--- src/rtl/mwd_pkg.sv ---
// Package: microword field layout, opcodes, register map and slow-bus timing
package mwd_pkg;
  localparam int MW_W = 36;
  localparam int PARITY_BIT = 35;
  localparam int TYPE_LO = 5;
  localparam int TYPE_HI = 7;
  localparam int COND_LO = 0;
  localparam int COND_HI = 2;
  localparam int RET_BIT = 2;
  localparam int CC_CLK_BIT = 3;
  localparam int CARRY_BIT = 4;
  localparam int AADR_LO = 8;
  localparam int AADR_HI = 11;
  localparam int BADR_LO = 12;
  localparam int BADR_HI = 15;
  localparam int LSA_LO = 16;
  localparam int LSA_HI = 25;
  localparam int SEG_LO = 24;
  localparam int SEG_HI = 25;
  localparam int TXA_LO = 16;
  localparam int TXA_HI = 17;
  localparam int TRAP_LO = 24;
  localparam int TRAP_HI = 25;
  localparam int DIR_BIT = 23;
  localparam int DADR_LO = 16;
  localparam int DADR_HI = 22;
  localparam int JLO_BIT = 14;
  localparam int SRC_LO = 26;
  localparam int SRC_HI = 28;
  localparam int FN_LO = 29;
  localparam int FN_HI = 31;
  localparam int DST_LO = 32;
  localparam int DST_HI = 34;
  localparam int SHX_BIT = 33;
  localparam int LIT_HI_LO = 16;
  localparam int LIT_HI_HI = 18;

  // Instruction type codes, bits 7:5
  localparam logic [2:0] T_RD0 = 3'h0;
  localparam logic [2:0] T_RD1 = 3'h1;
  localparam logic [2:0] T_TXLO = 3'h2;
  localparam logic [2:0] T_TXHI = 3'h3;
  localparam logic [2:0] T_WRT = 3'h4;
  localparam logic [2:0] T_DER = 3'h5;
  localparam logic [2:0] T_JMP0 = 3'h6;
  localparam logic [2:0] T_JMP1 = 3'h7;

  // Jump conditions, bits 2:0
  localparam logic [2:0] C_NEG = 3'h0;
  localparam logic [2:0] C_ZERO = 3'h1;
  localparam logic [2:0] C_CARRY = 3'h2;
  localparam logic [2:0] C_AUXZ = 3'h3;
  localparam logic [2:0] C_AUXC = 3'h4;
  localparam logic [2:0] C_CALL = 3'h5;
  localparam logic [2:0] C_POP = 3'h6;
  localparam logic [2:0] C_ALWAYS = 3'h7;

  localparam logic [1:0] TXA_SLAVE = 2'h3;
  localparam logic [1:0] SEG_PROC = 2'h2;
  localparam logic [1:0] SEG_DIRECT = 2'h3;

  // Discrete register addresses used by this block
  localparam logic [6:0] DER_IND_ADDR = 7'h10;
  localparam logic [6:0] DER_SLOW_WDATA = 7'h11;
  localparam logic [6:0] DER_SLOW_RSTART = 7'h12;
  localparam logic [6:0] DER_SLOW_RDATA = 7'h13;
  localparam logic [6:0] DER_LITERAL = 7'h14;
  localparam logic [6:0] DER_PROC = 7'h15;

  // Slow access length in microinstructions
  localparam logic [1:0] SLOW_STEPS = 2'h3;

  // APB register map
  localparam logic [7:0] A_CTRL = 8'h00;
  localparam logic [7:0] A_STATUS = 8'h04;
  localparam logic [7:0] A_MW_LO = 8'h08;
  localparam logic [7:0] A_MW_HI = 8'h0c;
  localparam int CTRL_CLR = 0;
  localparam int CTRL_HOLD = 1;

  typedef enum logic [4:0] {
    MWD_SEQ_NEXT = 5'h01,
    MWD_SEQ_JUMP = 5'h02,
    MWD_SEQ_CALL = 5'h04,
    MWD_SEQ_POPJ = 5'h08,
    MWD_SEQ_RET = 5'h10
  } mwd_seq_e;

  typedef enum logic [4:0] {
    MWD_OP_RD = 5'h01,
    MWD_OP_TX = 5'h02,
    MWD_OP_WRT = 5'h04,
    MWD_OP_DER = 5'h08,
    MWD_OP_JMP = 5'h10
  } mwd_op_e;

  typedef struct packed {
    mwd_op_e op;
    mwd_seq_e seq;
    logic [11:0] jump_addr;
    logic cc_load;
    logic carry_in;
    logic [3:0] a_addr;
    logic [3:0] b_addr;
    logic [2:0] alu_src;
    logic [2:0] alu_fn;
    logic [2:0] alu_dst;
    logic [2:0] shift_ctl;
    logic [9:0] ls_addr;
    logic tx_high;
    logic [1:0] tx_area;
    logic der_read;
    logic [6:0] der_addr;
    logic [7:0] literal;
  } mwd_fields_s;

  typedef struct packed {
    logic [8:0] addr;
    logic [7:0] wdata;
    logic rd;
    logic wr;
  } mwd_slow_s;
endpackage : mwd_pkg

--- src/rtl/mwd_decode.sv ---
// Microword decoder with parity halt, condition codes, trap enable and slow-bus start
`timescale 1ns/1ns
module mwd_decode (
  input wire logic clk_sys,
  input wire logic rst,
  input wire logic psel,
  input wire logic penable,
  input wire logic pwrite,
  input wire logic [31:0] paddr,
  input wire logic [31:0] pwdata,
  output logic [31:0] prdata,
  output logic pready,
  output logic pslverr,
  input wire logic mw_valid,
  input wire logic [mwd_pkg::MW_W-1:0] mw_in,
  input wire logic alu_n,
  input wire logic alu_z,
  input wire logic alu_c,
  input wire logic aux_zero,
  input wire logic aux_condition_flag,
  input wire logic [7:0] ibus_data,
  input wire logic [7:0] slow_rdata,
  output mwd_pkg::mwd_fields_s fields,
  output logic fields_valid,
  output logic branch_taken,
  output logic clk_run,
  output logic parity_halt,
  output logic [2:0] cc_flags,
  output logic trap_en,
  output logic trap_ack,
  output logic [7:0] der_rdata,
  output logic [9:0] ls_addr_out,
  output mwd_pkg::mwd_slow_s slow_bus,
  output logic slow_busy
);
  import mwd_pkg::*;

  logic [MW_W-1:0] microword_register;
  logic parity_bad;
  logic step;
  logic hold;
  logic halt_clr;
  logic [2:0] typ;
  logic [8:0] ind_addr;
  logic [3:0] proc_reg;
  logic der_wr_now;
  logic [6:0] dadr;
  logic [7:0] slow_rd_reg;
  logic slow_busy_i;
  logic apb_acc;
  logic [7:0] aoff;
  mwd_fields_s next_fields;
  logic next_taken;

  // Only an even-parity word may execute
  assign parity_bad = ^mw_in;
  assign step = mw_valid && !parity_halt && !hold;
  assign typ = mw_in[TYPE_HI:TYPE_LO];
  assign dadr = mw_in[DADR_HI:DADR_LO];
  assign der_wr_now = step && typ == T_DER && !mw_in[DIR_BIT];
  assign apb_acc = psel && penable && pready;
  assign aoff = paddr[7:0];
  assign halt_clr = apb_acc && pwrite && aoff == A_CTRL && pwdata[CTRL_CLR];

  // All fields come from the one word in parallel, except seq on a conditional jump, which also uses the flags and aux inputs
  always_comb begin
    next_fields = '0;
    next_fields.op = MWD_OP_RD;
    next_fields.seq = MWD_SEQ_NEXT;
    case (typ)
      T_RD0, T_RD1: next_fields.op = MWD_OP_RD;
      T_TXLO, T_TXHI: next_fields.op = MWD_OP_TX;
      T_WRT: next_fields.op = MWD_OP_WRT;
      T_DER: next_fields.op = MWD_OP_DER;
      T_JMP0, T_JMP1: next_fields.op = MWD_OP_JMP;
      default: next_fields.op = MWD_OP_RD;
    endcase
    next_fields.cc_load = mw_in[CC_CLK_BIT];
    next_fields.carry_in = mw_in[CARRY_BIT];
    next_fields.a_addr = mw_in[AADR_HI:AADR_LO];
    next_fields.b_addr = mw_in[BADR_HI:BADR_LO];
    next_fields.alu_src = mw_in[SRC_HI:SRC_LO];
    next_fields.alu_fn = mw_in[FN_HI:FN_LO];
    next_fields.alu_dst = mw_in[DST_HI:DST_LO];
    next_fields.shift_ctl = {mw_in[SHX_BIT], mw_in[1:0]};
    next_fields.ls_addr = mw_in[LSA_HI:LSA_LO];
    next_fields.tx_high = (typ == T_TXHI);
    next_fields.tx_area = mw_in[TXA_HI:TXA_LO];
    next_fields.der_read = mw_in[DIR_BIT];
    next_fields.der_addr = dadr;
    // Literal shares the A address and shift fields, so those are meaningless here
    next_fields.literal = {mw_in[LIT_HI_HI:LIT_HI_LO], mw_in[AADR_HI:AADR_LO], mw_in[0]};
    next_fields.jump_addr = {mw_in[TYPE_LO], mw_in[LSA_HI:LSA_LO], mw_in[JLO_BIT]};
    if (next_fields.op == MWD_OP_JMP) begin
      case (mw_in[COND_HI:COND_LO])
        C_CALL: next_fields.seq = MWD_SEQ_CALL;
        C_POP: next_fields.seq = MWD_SEQ_POPJ;
        default: next_fields.seq = next_taken ? MWD_SEQ_JUMP : MWD_SEQ_NEXT;
      endcase
    end else if (mw_in[RET_BIT]) begin
      next_fields.seq = MWD_SEQ_RET;
    end
  end

  // Negative, zero and carry test the flags held from earlier cycles; the aux conditions use the live inputs
  always_comb begin
    case (mw_in[COND_HI:COND_LO])
      C_NEG: next_taken = cc_flags[2];
      C_ZERO: next_taken = cc_flags[1];
      C_CARRY: next_taken = cc_flags[0];
      C_AUXZ: next_taken = aux_zero;
      C_AUXC: next_taken = aux_condition_flag;
      default: next_taken = 1'b1;
    endcase
  end

  always_ff @(posedge clk_sys) begin
    if (rst) begin
      microword_register <= '0;
      fields <= '0;
      branch_taken <= 1'b0;
    end else if (step && !parity_bad) begin
      microword_register <= mw_in;
      fields <= next_fields;
      branch_taken <= (next_fields.op == MWD_OP_JMP) && next_taken;
    end
  end

  always_ff @(posedge clk_sys) begin
    if (rst) begin
      fields_valid <= 1'b0;
    end else begin
      fields_valid <= step && !parity_bad;
    end
  end

  // Sticky halt; a new error wins over a clear in the same cycle
  always_ff @(posedge clk_sys) begin
    if (rst) begin
      parity_halt <= 1'b0;
    end else if (mw_valid && !hold && parity_bad) begin
      parity_halt <= 1'b1;
    end else if (halt_clr) begin
      parity_halt <= 1'b0;
    end
  end

  always_ff @(posedge clk_sys) begin
    if (rst) begin
      clk_run <= 1'b0;
    end else begin
      clk_run <= !hold && !(parity_halt || (mw_valid && parity_bad));
    end
  end

  // Flags order: negative, zero, carry
  always_ff @(posedge clk_sys) begin
    if (rst) begin
      cc_flags <= 3'h0;
    end else if (step && !parity_bad && mw_in[CC_CLK_BIT]) begin
      cc_flags <= {alu_n, alu_z, alu_c};
    end
  end

  always_ff @(posedge clk_sys) begin
    if (rst) begin
      trap_en <= 1'b0;
    end else if (step && !parity_bad && typ == T_DER) begin
      if (mw_in[TRAP_HI]) begin
        trap_en <= 1'b1;
      end else if (mw_in[TRAP_LO]) begin
        trap_en <= 1'b0;
      end
    end
  end

  always_ff @(posedge clk_sys) begin
    if (rst) begin
      trap_ack <= 1'b0;
    end else begin
      trap_ack <= step && !parity_bad && (typ == T_TXLO || typ == T_TXHI)
        && mw_in[TXA_HI:TXA_LO] == TXA_SLAVE;
    end
  end

  // Indirect address and process registers loaded by discrete writes
  always_ff @(posedge clk_sys) begin
    if (rst) begin
      ind_addr <= 9'h000;
      proc_reg <= 4'h0;
    end else if (der_wr_now && !parity_bad) begin
      if (dadr == DER_IND_ADDR) begin
        ind_addr <= {mw_in[LSA_LO], ibus_data};
      end
      if (dadr == DER_PROC) begin
        proc_reg <= ibus_data[3:0];
      end
    end
  end

  // Low store address bits: indirect, process segment or direct field
  always_ff @(posedge clk_sys) begin
    if (rst) begin
      ls_addr_out <= 10'h000;
    end else if (step && !parity_bad) begin
      case (mw_in[SEG_HI:SEG_LO])
        SEG_PROC: ls_addr_out <= {SEG_PROC, proc_reg, mw_in[LSA_LO+3:LSA_LO]};
        SEG_DIRECT: ls_addr_out <= mw_in[LSA_HI:LSA_LO];
        default: ls_addr_out <= {1'b0, ind_addr};
      endcase
    end
  end

  always_ff @(posedge clk_sys) begin
    if (rst) begin
      der_rdata <= 8'h00;
    end else if (step && !parity_bad && typ == T_DER && mw_in[DIR_BIT]) begin
      if (dadr == DER_SLOW_RDATA) begin
        der_rdata <= slow_rd_reg;
      end else if (dadr == DER_LITERAL) begin
        der_rdata <= next_fields.literal;
      end else begin
        der_rdata <= 8'h00;
      end
    end
  end

  mwd_slow_ctl u_slow (
    .clk_sys(clk_sys),
    .rst(rst),
    .step(step),
    .start_wr(der_wr_now && !parity_bad && dadr == DER_SLOW_WDATA),
    .start_rd(der_wr_now && !parity_bad && dadr == DER_SLOW_RSTART),
    .dev_addr(ind_addr),
    .wdata(ibus_data),
    .slow_rdata(slow_rdata),
    .bus(slow_bus),
    .rd_reg(slow_rd_reg),
    .busy(slow_busy_i)
  );

  // Busy is already a flip-flop in the controller; a second stage would report a start one cycle late
  assign slow_busy = slow_busy_i;

  // APB slave, no wait states: pready rises in the first access cycle
  always_ff @(posedge clk_sys) begin
    if (rst) begin
      pready <= 1'b0;
    end else begin
      pready <= psel && !penable && !pready;
    end
  end

  always_ff @(posedge clk_sys) begin
    if (rst) begin
      hold <= 1'b0;
    end else if (apb_acc && pwrite && aoff == A_CTRL) begin
      hold <= pwdata[CTRL_HOLD];
    end
  end

  always_ff @(posedge clk_sys) begin
    if (rst) begin
      prdata <= 32'h0000_0000;
      pslverr <= 1'b0;
    end else if (psel && !penable) begin
      pslverr <= 1'b0;
      case (aoff)
        A_CTRL: prdata <= {30'h0, hold, 1'b0};
        A_STATUS: prdata <= {26'h0, slow_busy, cc_flags, trap_en, parity_halt};
        A_MW_LO: prdata <= microword_register[31:0];
        A_MW_HI: prdata <= {28'h0, microword_register[MW_W-1:32]};
        default: begin
          prdata <= 32'h0000_0000;
          pslverr <= 1'b1;
        end
      endcase
      if (paddr[31:8] != 24'h0) begin
        prdata <= 32'h0000_0000;
        pslverr <= 1'b1;
      end
    end
  end
endmodule : mwd_decode

--- src/rtl/mwd_slow_ctl.sv ---
// Slow-bus read/write controller running beside microcode execution
`timescale 1ns/1ns
module mwd_slow_ctl (
  input wire logic clk_sys,
  input wire logic rst,
  input wire logic step,
  input wire logic start_wr,
  input wire logic start_rd,
  input wire logic [8:0] dev_addr,
  input wire logic [7:0] wdata,
  input wire logic [7:0] slow_rdata,
  output mwd_pkg::mwd_slow_s bus,
  output logic [7:0] rd_reg,
  output logic busy
);
  import mwd_pkg::*;

  typedef enum logic [2:0] {
    MWD_SL_IDLE = 3'h1,
    MWD_SL_WR = 3'h2,
    MWD_SL_RD = 3'h4
  } mwd_slst_e;

  mwd_slst_e state;
  mwd_slst_e next_state;
  logic [1:0] cnt;
  logic last;

  // Counted in microinstructions, so the master clock is never held
  assign last = step && (cnt == SLOW_STEPS - 2'h1);

  always_comb begin
    next_state = state;
    case (state)
      MWD_SL_IDLE: begin
        if (start_wr) begin
          next_state = MWD_SL_WR;
        end else if (start_rd) begin
          next_state = MWD_SL_RD;
        end
      end
      MWD_SL_WR, MWD_SL_RD: begin
        if (last) begin
          next_state = MWD_SL_IDLE;
        end
      end
      default: next_state = MWD_SL_IDLE;
    endcase
  end

  always_ff @(posedge clk_sys) begin
    if (rst) begin
      state <= MWD_SL_IDLE;
    end else begin
      state <= next_state;
    end
  end

  always_ff @(posedge clk_sys) begin
    if (rst || state == MWD_SL_IDLE) begin
      cnt <= 2'h0;
    end else if (step) begin
      cnt <= cnt + 2'h1;
    end
  end

  // Device select comes from the indirect address register only
  always_ff @(posedge clk_sys) begin
    if (rst) begin
      bus <= '0;
    end else begin
      if (state == MWD_SL_IDLE && (start_wr || start_rd)) begin
        bus.addr <= dev_addr;
        bus.wdata <= wdata;
      end
      bus.wr <= (next_state == MWD_SL_WR);
      bus.rd <= (next_state == MWD_SL_RD);
    end
  end

  always_ff @(posedge clk_sys) begin
    if (rst) begin
      rd_reg <= 8'h00;
    end else if (state == MWD_SL_RD && last) begin
      rd_reg <= slow_rdata;
    end
  end

  always_ff @(posedge clk_sys) begin
    if (rst) begin
      busy <= 1'b0;
    end else begin
      busy <= (next_state != MWD_SL_IDLE);
    end
  end
endmodule : mwd_slow_ctl

--- config.mk ---
export PLATFORM = sky130hd
export DESIGN_NAME = mwd_decode
export DESIGN_NICKNAME = d
export VERILOG_FILES = /design/src/rtl/mwd_pkg.sv /design/src/rtl/mwd_decode.sv /design/src/rtl/mwd_slow_ctl.sv
export SDC_FILE = /design/constraint.sdc
export NUM_CORES = 1
export LEC_CHECK = 0
export BUFFER_PORTS_ARGS = -buffer_cell sky130_fd_sc_hd__clkbuf_2
export CAP_MARGIN = 5
export CORE_UTILIZATION = 49
export CTS_CLUSTER_SIZE = 12
export DETAILED_ROUTE_END_ITERATION = 7
export GPL_ROUTABILITY_DRIVEN = 0
export PLACE_DENSITY = 0.8
export SETUP_SLACK_MARGIN = 0.3
export SYNTH_ARGS = -nofsm -noshare
export SYNTH_HDL_FRONTEND = slang
export SYNTH_SLANG_ARGS = --single-unit
--- constraint.sdc ---
create_clock -name clk_sys -period 3.97 [get_ports clk_sys]
set_clock_uncertainty 0.2 [all_clocks]
set_input_delay 0.794 -clock clk_sys [delete_from_list [all_inputs] [get_ports clk_sys]]
set_output_delay 0.794 -clock clk_sys [all_outputs]
set_load 0.01 [all_outputs]
Yosys cells after proc, flatten, opt, wreduce, memory -nomap -nowiden:

Memory sizes are Yosys's and may differ from the RTL's.
Index checks and enable logic that the tools add are counted.
Widths: inputs -> output; s select.

* bits in writable memories: 0
* memories kept: 1
* word-level logic and storage cells: 142
* latch bits: 0
* output and inout bits: 154
* bits in read-only memories: 40
* bits in registers: 217
* input port bits: 127

Memory list
* (name not given): words 8, bits a word 5, read ports 1, clocked after memory_dff 0, write ports 0, line mwd_decode.sv:70 `case (typ)`

* reductions and logical operators: 50
* $add $sub $neg: 1
* magnitude comparators: 0
* eq/ne operators: 29
* bitwise gates (word level): 0
* divide/modulo/power cells: 0
* multipliers: 0
* shift operators: 0
* mux-type cells: 20

Operator list (count)
* $pmux 32 s4: 1
* $eq 7x5->1 const B: 6
* $reduce_xor 36->1: 1
* $mux 32: 1
* $logic_and 1x1->1: 28
* $reduce_bool 24->1: 1
* $pmux 10 s2: 1
* $eq 3x2->1 const B: 6
* $eq 3x3->1 const B: 6
* $eq 8x4->1 const B: 2
* $mux 8: 2
* $mux 5: 2
* $mux 3: 3
* $eq 2x2->1 const B: 4
* $eq 8x3->1 const B: 1
* $logic_not 8->1: 1
* $pmux 4 s2: 1
* $logic_not 1->1: 7
* $eq 3x1->1 const B: 2
* $mux 1: 6
* $pmux 3 s2: 1
* $reduce_and 2->1: 3
* $eq 5x5->1 const B: 1
* $pmux 1 s5: 1
* other kinds (8): 12

Depth between registers and ports, before layout:

Gate-level depths: netlist of the first run.

* depth in word-level cells: 11
* mapped depth: 10

Hierarchy:

From an unflattened synthesis of the first run, not the netlist that was laid out.

* cells, all modules: 835
* area total of the unflattened synthesis: 7508.5 um^2

By module, submodules not included
* mwd_decode: sequential area each 2442.3 um^2, area an instance 6062.1 um^2, times used 1, cells an instance 694
* mwd_slow_ctl: sequential area each 660.6 um^2, area an instance 1446.4 um^2, times used 1, cells an instance 141

Worst setup path before layout of the first run:

No wires, ideal clock.

* path type: input-to-reg
* start point: input mw_in[18] in the netlist's numbering
* end point: register u_slow.state[0]
* arrival time: 2.992 ns
* buffers on the path: 0
* data required time: 3.648 ns
* path slack: 0.657 ns
* stages on the path: 8
* cell sequence: inv_1 ha_1 xor2_1 xnor2_1 xnor2_1 xor3_2 or4_1 a221o_1

* cells in the longest elaborated chain, start to end: 7
* elaborated cells on any way between the ends: 10
* classes of those cells: eq/ne (2); mux (3); reduce/logical (5)

RTL lines
* start: declaration: line mwd_decode.sv:15 `input wire logic [mwd_pkg::MW_W-1:0] mw_in,`
* $reduce_xor 36->1: line mwd_decode.sv:56 `assign parity_bad = ^mw_in;`
* $logic_not 1->1: line mwd_decode.sv:232, mwd_decode.sv:233
* $logic_and 1x1->1: line mwd_decode.sv:232, mwd_decode.sv:233
* $logic_and 1x1->1: line mwd_decode.sv:233 `.start_rd(der_wr_now && !parity_bad && dadr == DER_SLOW_RSTART),`
* $mux 3: line mwd_slow_ctl.sv:38 `end else if (start_rd) begin`
* $mux 3 *: line mwd_slow_ctl.sv:36 `if (start_wr) begin`
* $pmux 3 s2 *: line mwd_slow_ctl.sv:34 `case (state)`
* end signal: assignment: line mwd_slow_ctl.sv:55 `state <= next_state;`
* end: declaration: line mwd_slow_ctl.sv:24 `mwd_slst_e state;`

Mark *: on every way between the ends. The rest lies on a longest branch, timed or not.
A chain may end at the register's enable or synchronous reset.

Worst setup path after layout of the first run:

* start point: input mw_in[17] in the netlist's numbering
* end point: register u_slow.state[0]

Same word-level chain as after synthesis.

==> results of run 1 <==
[worst min-delay path, delay by kind of cell (launching register included)]
family           cells  cell delay, ps
flip-flops           1             310
AND/OR/NAND/NOR      1              50
multiplexers         1              50
[cells in the final DEF, fill, tap and decap left out, types with 3 or more instances in the layout]
cell type / count
nand2_1: 66
o21ai_0: 46
inv_8: 4
mux2_2: 12
ha_1: 18
o31ai_1: 3
nor4_1: 9
a211oi_1: 6
inv_6: 4
mux2i_1: 47
clkbuf_16: 17
clkbuf_2: 249
xnor2_1: 22
buf_4: 23
a22oi_1: 40
nor2b_1: 15
nand2b_1: 3
nand3_1: 43
a311oi_1: 4
a22o_1: 10
inv_1: 14
a21oi_1: 62
clkinvlp_4: 4
nor3_1: 9
nor2_1: 61
dfxtp_1: 155
nand4b_1: 4
nand4_1: 3
[through the flow]
stage                     instances  setup slack [ps]  util [%]  area, µm²
final                          1168               641      62.1       8750
after global routing           1168               573      62.1       8750
after CTS                      1168               668      62.1       8750
after detailed placement       1136               281      58.0       8170
after global placement         1136               323      58.0       8170
after floorplan                 801               657         -       7180
[logic make-up after synthesis]
family	Yosys count	synth area share, %
mux	60	8.74
simple gates	225	14.6
compound gates	183	15.8
buf+inv	132	10.3
xor+xnor	28	4.21
fa+ha+maj	18	3.13
flops	155	43.2
[layer usage]
layer / vias up / routed length [µm]
met4: 0 / 432
met3: 28 / 1600
met5: - / 0
li1: 3108 / -
met1: 3105 / 8430
met2: 321 / 9620
[power by group through the flow]
stage / combinational [µW] / sequential (µW) / clock, µW
2_1_floorplan: 1600 / 2010 / 0
3_3_place_gp: 2010 / 2040 / 0
3_5_place_dp: 2010 / 2050 / 0
4_1_cts: 2030 / 2010 / 1590
5_1_grt: 2230 / 2050 / 1660
6_report: 2050 / 2020 / 1570
[worst max path at each step]
| stage | from | to | slack (ps) | cells past startpoint |
|---|---|---|---|---|
| after global placement | mw_in[17] | u_slow.busy$_SDFF_PP0_ | 320 | 9 |
| after detailed placement | mw_in[17] | u_slow.state[0]$_SDFF_PP1_ | 280 | 9 |
| after CTS | mw_in[17] | u_slow.state[0]$_SDFF_PP1_ | 670 | 9 |
| final | mw_in[17] | u_slow.state[0]$_SDFF_PP1_ | 640 | 9 |
| after floorplan | mw_in[18] | u_slow.state[0]$_SDFF_PP1_ | 660 | 8 |
| after global routing | mw_in[6] | u_slow.state[0]$_SDFF_PP1_ | 570 | 9 |
[final cells by class]
cell class                 count  area [µm²]
timing repair buffer         273        1440
sequential                   155        3100
tap                          180         225
clock inverter                15         151
multi-input combinational    514        3350
clock buffer                  17         425
inverter                      14        52.6
fill                        1220        5350
==> results.txt, run 1 <==
Status: finished, final reports clean
CTS Buffer Depth: 2
Largest stage delay on the critical path: 610 ps
Normalized max-slew margin: 50.1%
Most used DFF post-synth: dfxtp_1
Clock Root Buffer: clkbuf_16
Async set-reset flop share out of synthesis: 0%
Combinational share of power: 36.4%
Pint: 3350 µW
Final wirelength: 20100 µm
Setup violators final: 0
Synth warnings: 0
Setup TNS Final: 0 ps
Post-Syn Area: 7180 µm²
WHS Endpoint: u_slow.bus[8]$_SDFFE_PP0P_
TritonRoute pass-1 iters: 5
Worst-path cell with the longest stage delay: or4_1
Antenna Nets Post-Route: 0
Crit Path Category: in2reg
Hold Crit Class: reg2reg
P per Cell Area: 644 nW/µm²
Final Hold Fails: 0
Tmin final: 3330 ps
Met3 usage: 5.49%
CTS tree: built
Core Footprint: 14100 µm²
Initial antenna violation count: 0
Top cell by count, worst path: xnor2_1
Crit-path cells: clkbuf_2 -> inv_1 -> ha_1 -> xnor2_1 -> xnor2_1 -> xnor2_1 -> xor3_2 -> or4_1 -> a221o_1
Max FO, Critical Path: 11
Post-synth EDFFs: 0
H-tree Lvls: 4
Leakage power: 0.00385 µW
Syn-to-layout area delta: 21.8%
Global-route wire length before repair: 30500 µm
Die Span Y: 123 µm
Max reg flops: 36
Max-slew violation count: 0
Final antenna diode count: 0
Switch share: 40.6%
Grt met1 use: 33.4%
1st-iter DRT viols: 542
VDD IR max: 0.596 mV
Met2 usage: 44.4%
Data arrival time of the worst path: 3440 ps
Largest delay share family, worst path: XOR/XNOR gates
Flop pwr share: 35.8%
Clock power share: 27.9%
# Post-CTS Setup Buffers: 0
Maxcap violations: 0
Critical Path Source Type: input port
Routed vias/inst: 5.62
Synth top area share: 43.2%
Most frequent cells after synthesis: 155 x dfxtp_1, 66 x nand2_1, 63 x buf_4
Reg2reg setup slack: 1640 ps
Number of port buffers: 250
Die area: 15100 µm²
Worst path required time: 4080 ps
Wire per inst: 17.2 µm
Site row count: 43
Critical R2R Launch: parity_halt$_SDFFE_PP0P_
Die W: 123 µm
Detailed placement HPWL: 14600 µm
Nets: 1120
Crit. End Element: flop
Syn_nets: 946
CP bufs+invs: 2
Vias: 6562
Fin Hold WS: 257 ps
Synth Instances: 801
Sw Pwr: 2290 µW
Fin crit share: 83.9%
Number of global-route vias before repair: 6066
Largest area contributor in the netlist: dfxtp_1
Biggest regs: fields (36), prdata (32), u_slow.bus (19)
Yosys reg bits: 155
Hold buffer count at CTS: 0
Gr usage total: 26.5%
Top-count cell post-synth: dfxtp_1
Clk_lat worst skew: 430 ps
Initial Util: 51.0%
Worst reg2reg path depth: 7
Drc violations: 0
Min-delay src: u_slow.bus[8]$_SDFFE_PP0P_
RSZ-0062 raised after global routing: false
Grt ovf: 0
Largest net degree at the start of global routing: 67
Share of layout cells above drive strength 1: 32.8%
Largest Register: fields
FMAX: 300 MHz
Synth Area per Inst: 8.97 µm²
Register area share after synthesis: 43.2%
Worst-margin pin slew: 744 ps
Gr busiest metal: met2
Worst Hold Depth: 2
Synth unique cells: 47
CTS resizes: 0
Reg clk slew, reported paths: 70 ps
Most area-consuming cells after synthesis: dfxtp_1 43%, buf_4 6.6%, mux2i_1 6.5%
Worst R2R End: u_slow.bus[2]$_SDFFE_PP0P_
CTS sink count: 155
TritonCTS Buffers: 17
Total Power: 5640 µW
IO Count: 281
(Power assumes the default switching activity.)
==> inputs of run 2 (changes only) <==
clock period = 3.2 ns   (was 3.97 ns; I/O delays follow)
==> run 2 against run 1 <==
Cell area grew 3.0%. Flip-flop and latch count unchanged. Combinational power increased by 39%. Die area is the same. Utilization increased by 1.8 points. Critical path depth is 2 lower. Setup slack got worse by 260 ps. Global-route usage increased by 1.1 points. Clock power up 36%. Critical path type unchanged. Sequential share of layout area down 1.0 points. Non-clock buffer count increased by 19. Worst hold slack worse by 12 ps.
==> results.txt, run 2 (synthesis gave the netlist of run 1 again) <==
Site row count: 43 (unchanged)
Die area: 15100 µm² (unchanged)
Post-layout util: 63.9% (was 62.1%)
TritonRoute pass-1 iters: 6 (was 5)
Reg clk slew, reported paths: 60 ps (was 70 ps)
Fin Hold WS: 245 ps (was 257 ps)
Commonest non-fill, non-tap cell in the layout: clkbuf_2 (unchanged)
Crit Path Category: in2reg (unchanged)
Largest net degree at the start of global routing: 56 (was 67)
Worst path required time: 3310 ps (was 4080 ps)
Setup ws final: 378 ps (was 641 ps)
Share of layout cells above drive strength 1: 34.1% (was 32.8%)
Nets: 1139 (was 1120)
Clock Root Buffer: clkbuf_16 (unchanged)
Detailed placement HPWL: 15200 µm (was 14600 µm)
Worst R2R End: u_slow.bus[10]$_SDFFE_PP0P_ (was u_slow.bus[2]$_SDFFE_PP0P_)
Final Hold Fails: 0 (unchanged)
Data arrival time of the worst path: 2930 ps (was 3440 ps)
RSZ-0062 raised after global routing: false (unchanged)
Clk_lat worst skew: 430 ps (about the same)
1st-iter DRT viols: 418 (was 542)
Worst reg2reg path depth: 7 (unchanged)
Max reg flops: 36 (unchanged)
Hold Crit Class: in2reg (was reg2reg)
Final wirelength: 20700 µm (was 20100 µm)
Max FO, Critical Path: 5 (was 11)
Worst-margin pin slew: 1220 ps (was 744 ps)
Maxcap violations: 0 (unchanged)
Core Footprint: 14100 µm² (unchanged)
Min-delay src: slow_rdata[4] (was u_slow.bus[8]$_SDFFE_PP0P_)
Initial Util: 51.0% (unchanged)
Setup violators final: 0 (unchanged)
CTS sink count: 155 (unchanged)
Number of port buffers: 250 (unchanged)
P per Cell Area: 832 nW/µm² (was 644 nW/µm²)
Largest Register: fields (unchanged)
VDD IR max: 0.743 mV (was 0.596 mV)
Global-route wire length before repair: 31200 µm (was 30500 µm)
Reg2reg setup slack: 990 ps (was 1640 ps)
IO Count: 281 (unchanged)
Die Span Y: 123 µm (unchanged)
Biggest regs: fields (36), prdata (32), u_slow.bus (19) (unchanged)
Most frequent cells in the layout: 249 x clkbuf_2, 155 x dfxtp_1, 66 x nand2_1 (unchanged)
CTS tree: built (unchanged)
Worst Hold Depth: 3 (was 2)
Gr usage total: 27.6% (was 26.5%)
Crit. End Element: flop (unchanged)
Routed vias/inst: 5.53 (was 5.62)
H-tree Lvls: 4 (unchanged)
Fin crit share: 88.2%
FMAX: 354 MHz
Grt ovf: 0 (unchanged)
Normalized max-slew margin: 18.3% (was 50.1%)
TritonCTS Buffers: 17 (unchanged)
CTS Buffer Depth: 2 (unchanged)
Critical Path Source Type: input port (unchanged)
Tmin final: 2820 ps
WHS Endpoint: u_slow.rd_reg[4]$_SDFFE_PP0P_ (was u_slow.bus[8]$_SDFFE_PP0P_)
Syn-to-layout area delta: 25.4% (was 21.8%)
Initial antenna violation count: 1 (was 0)
Critical R2R Launch: hold$_SDFFE_PP0P_ (was parity_halt$_SDFFE_PP0P_)
Die W: 123 µm (unchanged)
Max-slew violation count: 0 (unchanged)
Placement Setup Slack: -216 ps (was 281 ps)
Final instance area: 9010 µm² (was 8750 µm²)
Leakage power: 0.00399 µW (was 0.00385 µW)
Drc violations: 0 (unchanged)
Status: finished, final reports clean (unchanged)
Number of global-route vias before repair: 5916 (was 6066)
Wire per inst: 17.4 µm (was 17.2 µm)
Antenna Nets Post-Route: 0 (unchanged)
Vias: 6568 (was 6562)
Placed Area: 8370 µm² (was 8170 µm²)
[run 2: changes by cell type in the layout (fill, tap and decap cells not counted), moves of 4 or more]
cell,delta
buf_4,+17
bufinv_16,+4
inv_8,-4
mux2_2,-4
mux2_4,+4
[run 2: worst max path at each step]
| stage | to | startpoint | slack [ps] |
|---|---|---|---|
| 2_1_floorplan | u_slow.state[0]$_SDFF_PP1_ | mw_in[22] | 200 |
| 3_3_place_gp | clk_run$_SDFF_PP0_ | mw_in[28] | -250 |
| 3_5_place_dp | clk_run$_SDFF_PP0_ | mw_in[28] | -220 |
| 4_1_cts | clk_run$_SDFF_PP0_ | mw_in[4] | 340 |
| 5_1_grt | u_slow.bus[10]$_SDFFE_PP0P_ | mw_in[6] | 310 |
| 6_report | u_slow.state[0]$_SDFF_PP1_ | mw_in[33] | 380 |
[run 2: timing repair]
action,in CTS,in global routing
pin swaps,0,1
hold buffers,0,0
resized for setup,1,2
buffers inserted,0,0
endpoints found under the setup margin,1,19
[run 2: worst max-delay path, stage by stage]
cell	delay, ps
clkbuf_2	110
xnor2_1	160
xnor3_1	480
xnor3_1	250
xor3_2	470
or4_1	520
a221o_1	300
[run 2: layout make-up]
class                           instances  area (µm²)
Multi-Input combinational cell        514        3390
Clock buffer                           19         433
Inverter                               14        52.6
Sequential cell                       155        3100
Tap cell                              180         225
Fill cell                            1170        5090
Antenna cell                            1        2.50
Timing Repair Buffer                  292        1610
Clock inverter                         13         191
[run 2: per-stage QoR]
| step | total power, µW | instances | setup TNS, ps |
|---|---|---|---|
| after floorplan | 4490 | 801 | 0 |
| after global placement | 5310 | 1155 | -257 |
| after detailed placement | 5350 | 1155 | -216 |
| after CTS | 7490 | 1187 | 0 |
| after global routing | 7910 | 1188 | 0 |
| final | 7500 | 1188 | 0 |
[run 2: routing by layer]
metal,GRT usage [%],wire length (µm)
met5,0,0
met4,13.0,547
met3,6.27,1510
met2,44.3,9880
met1,35.0,8720
[run 2: where the power goes]
| group | internal [µW] | total [µW] | switching (µW) |
|---|---|---|---|
| Clock | 1310 | 2140 | 827 |
| Sequential | 2230 | 2520 | 284 |
| Combinational | 1100 | 2840 | 1740 |
| Total | 4650 | 7500 | 2850 |
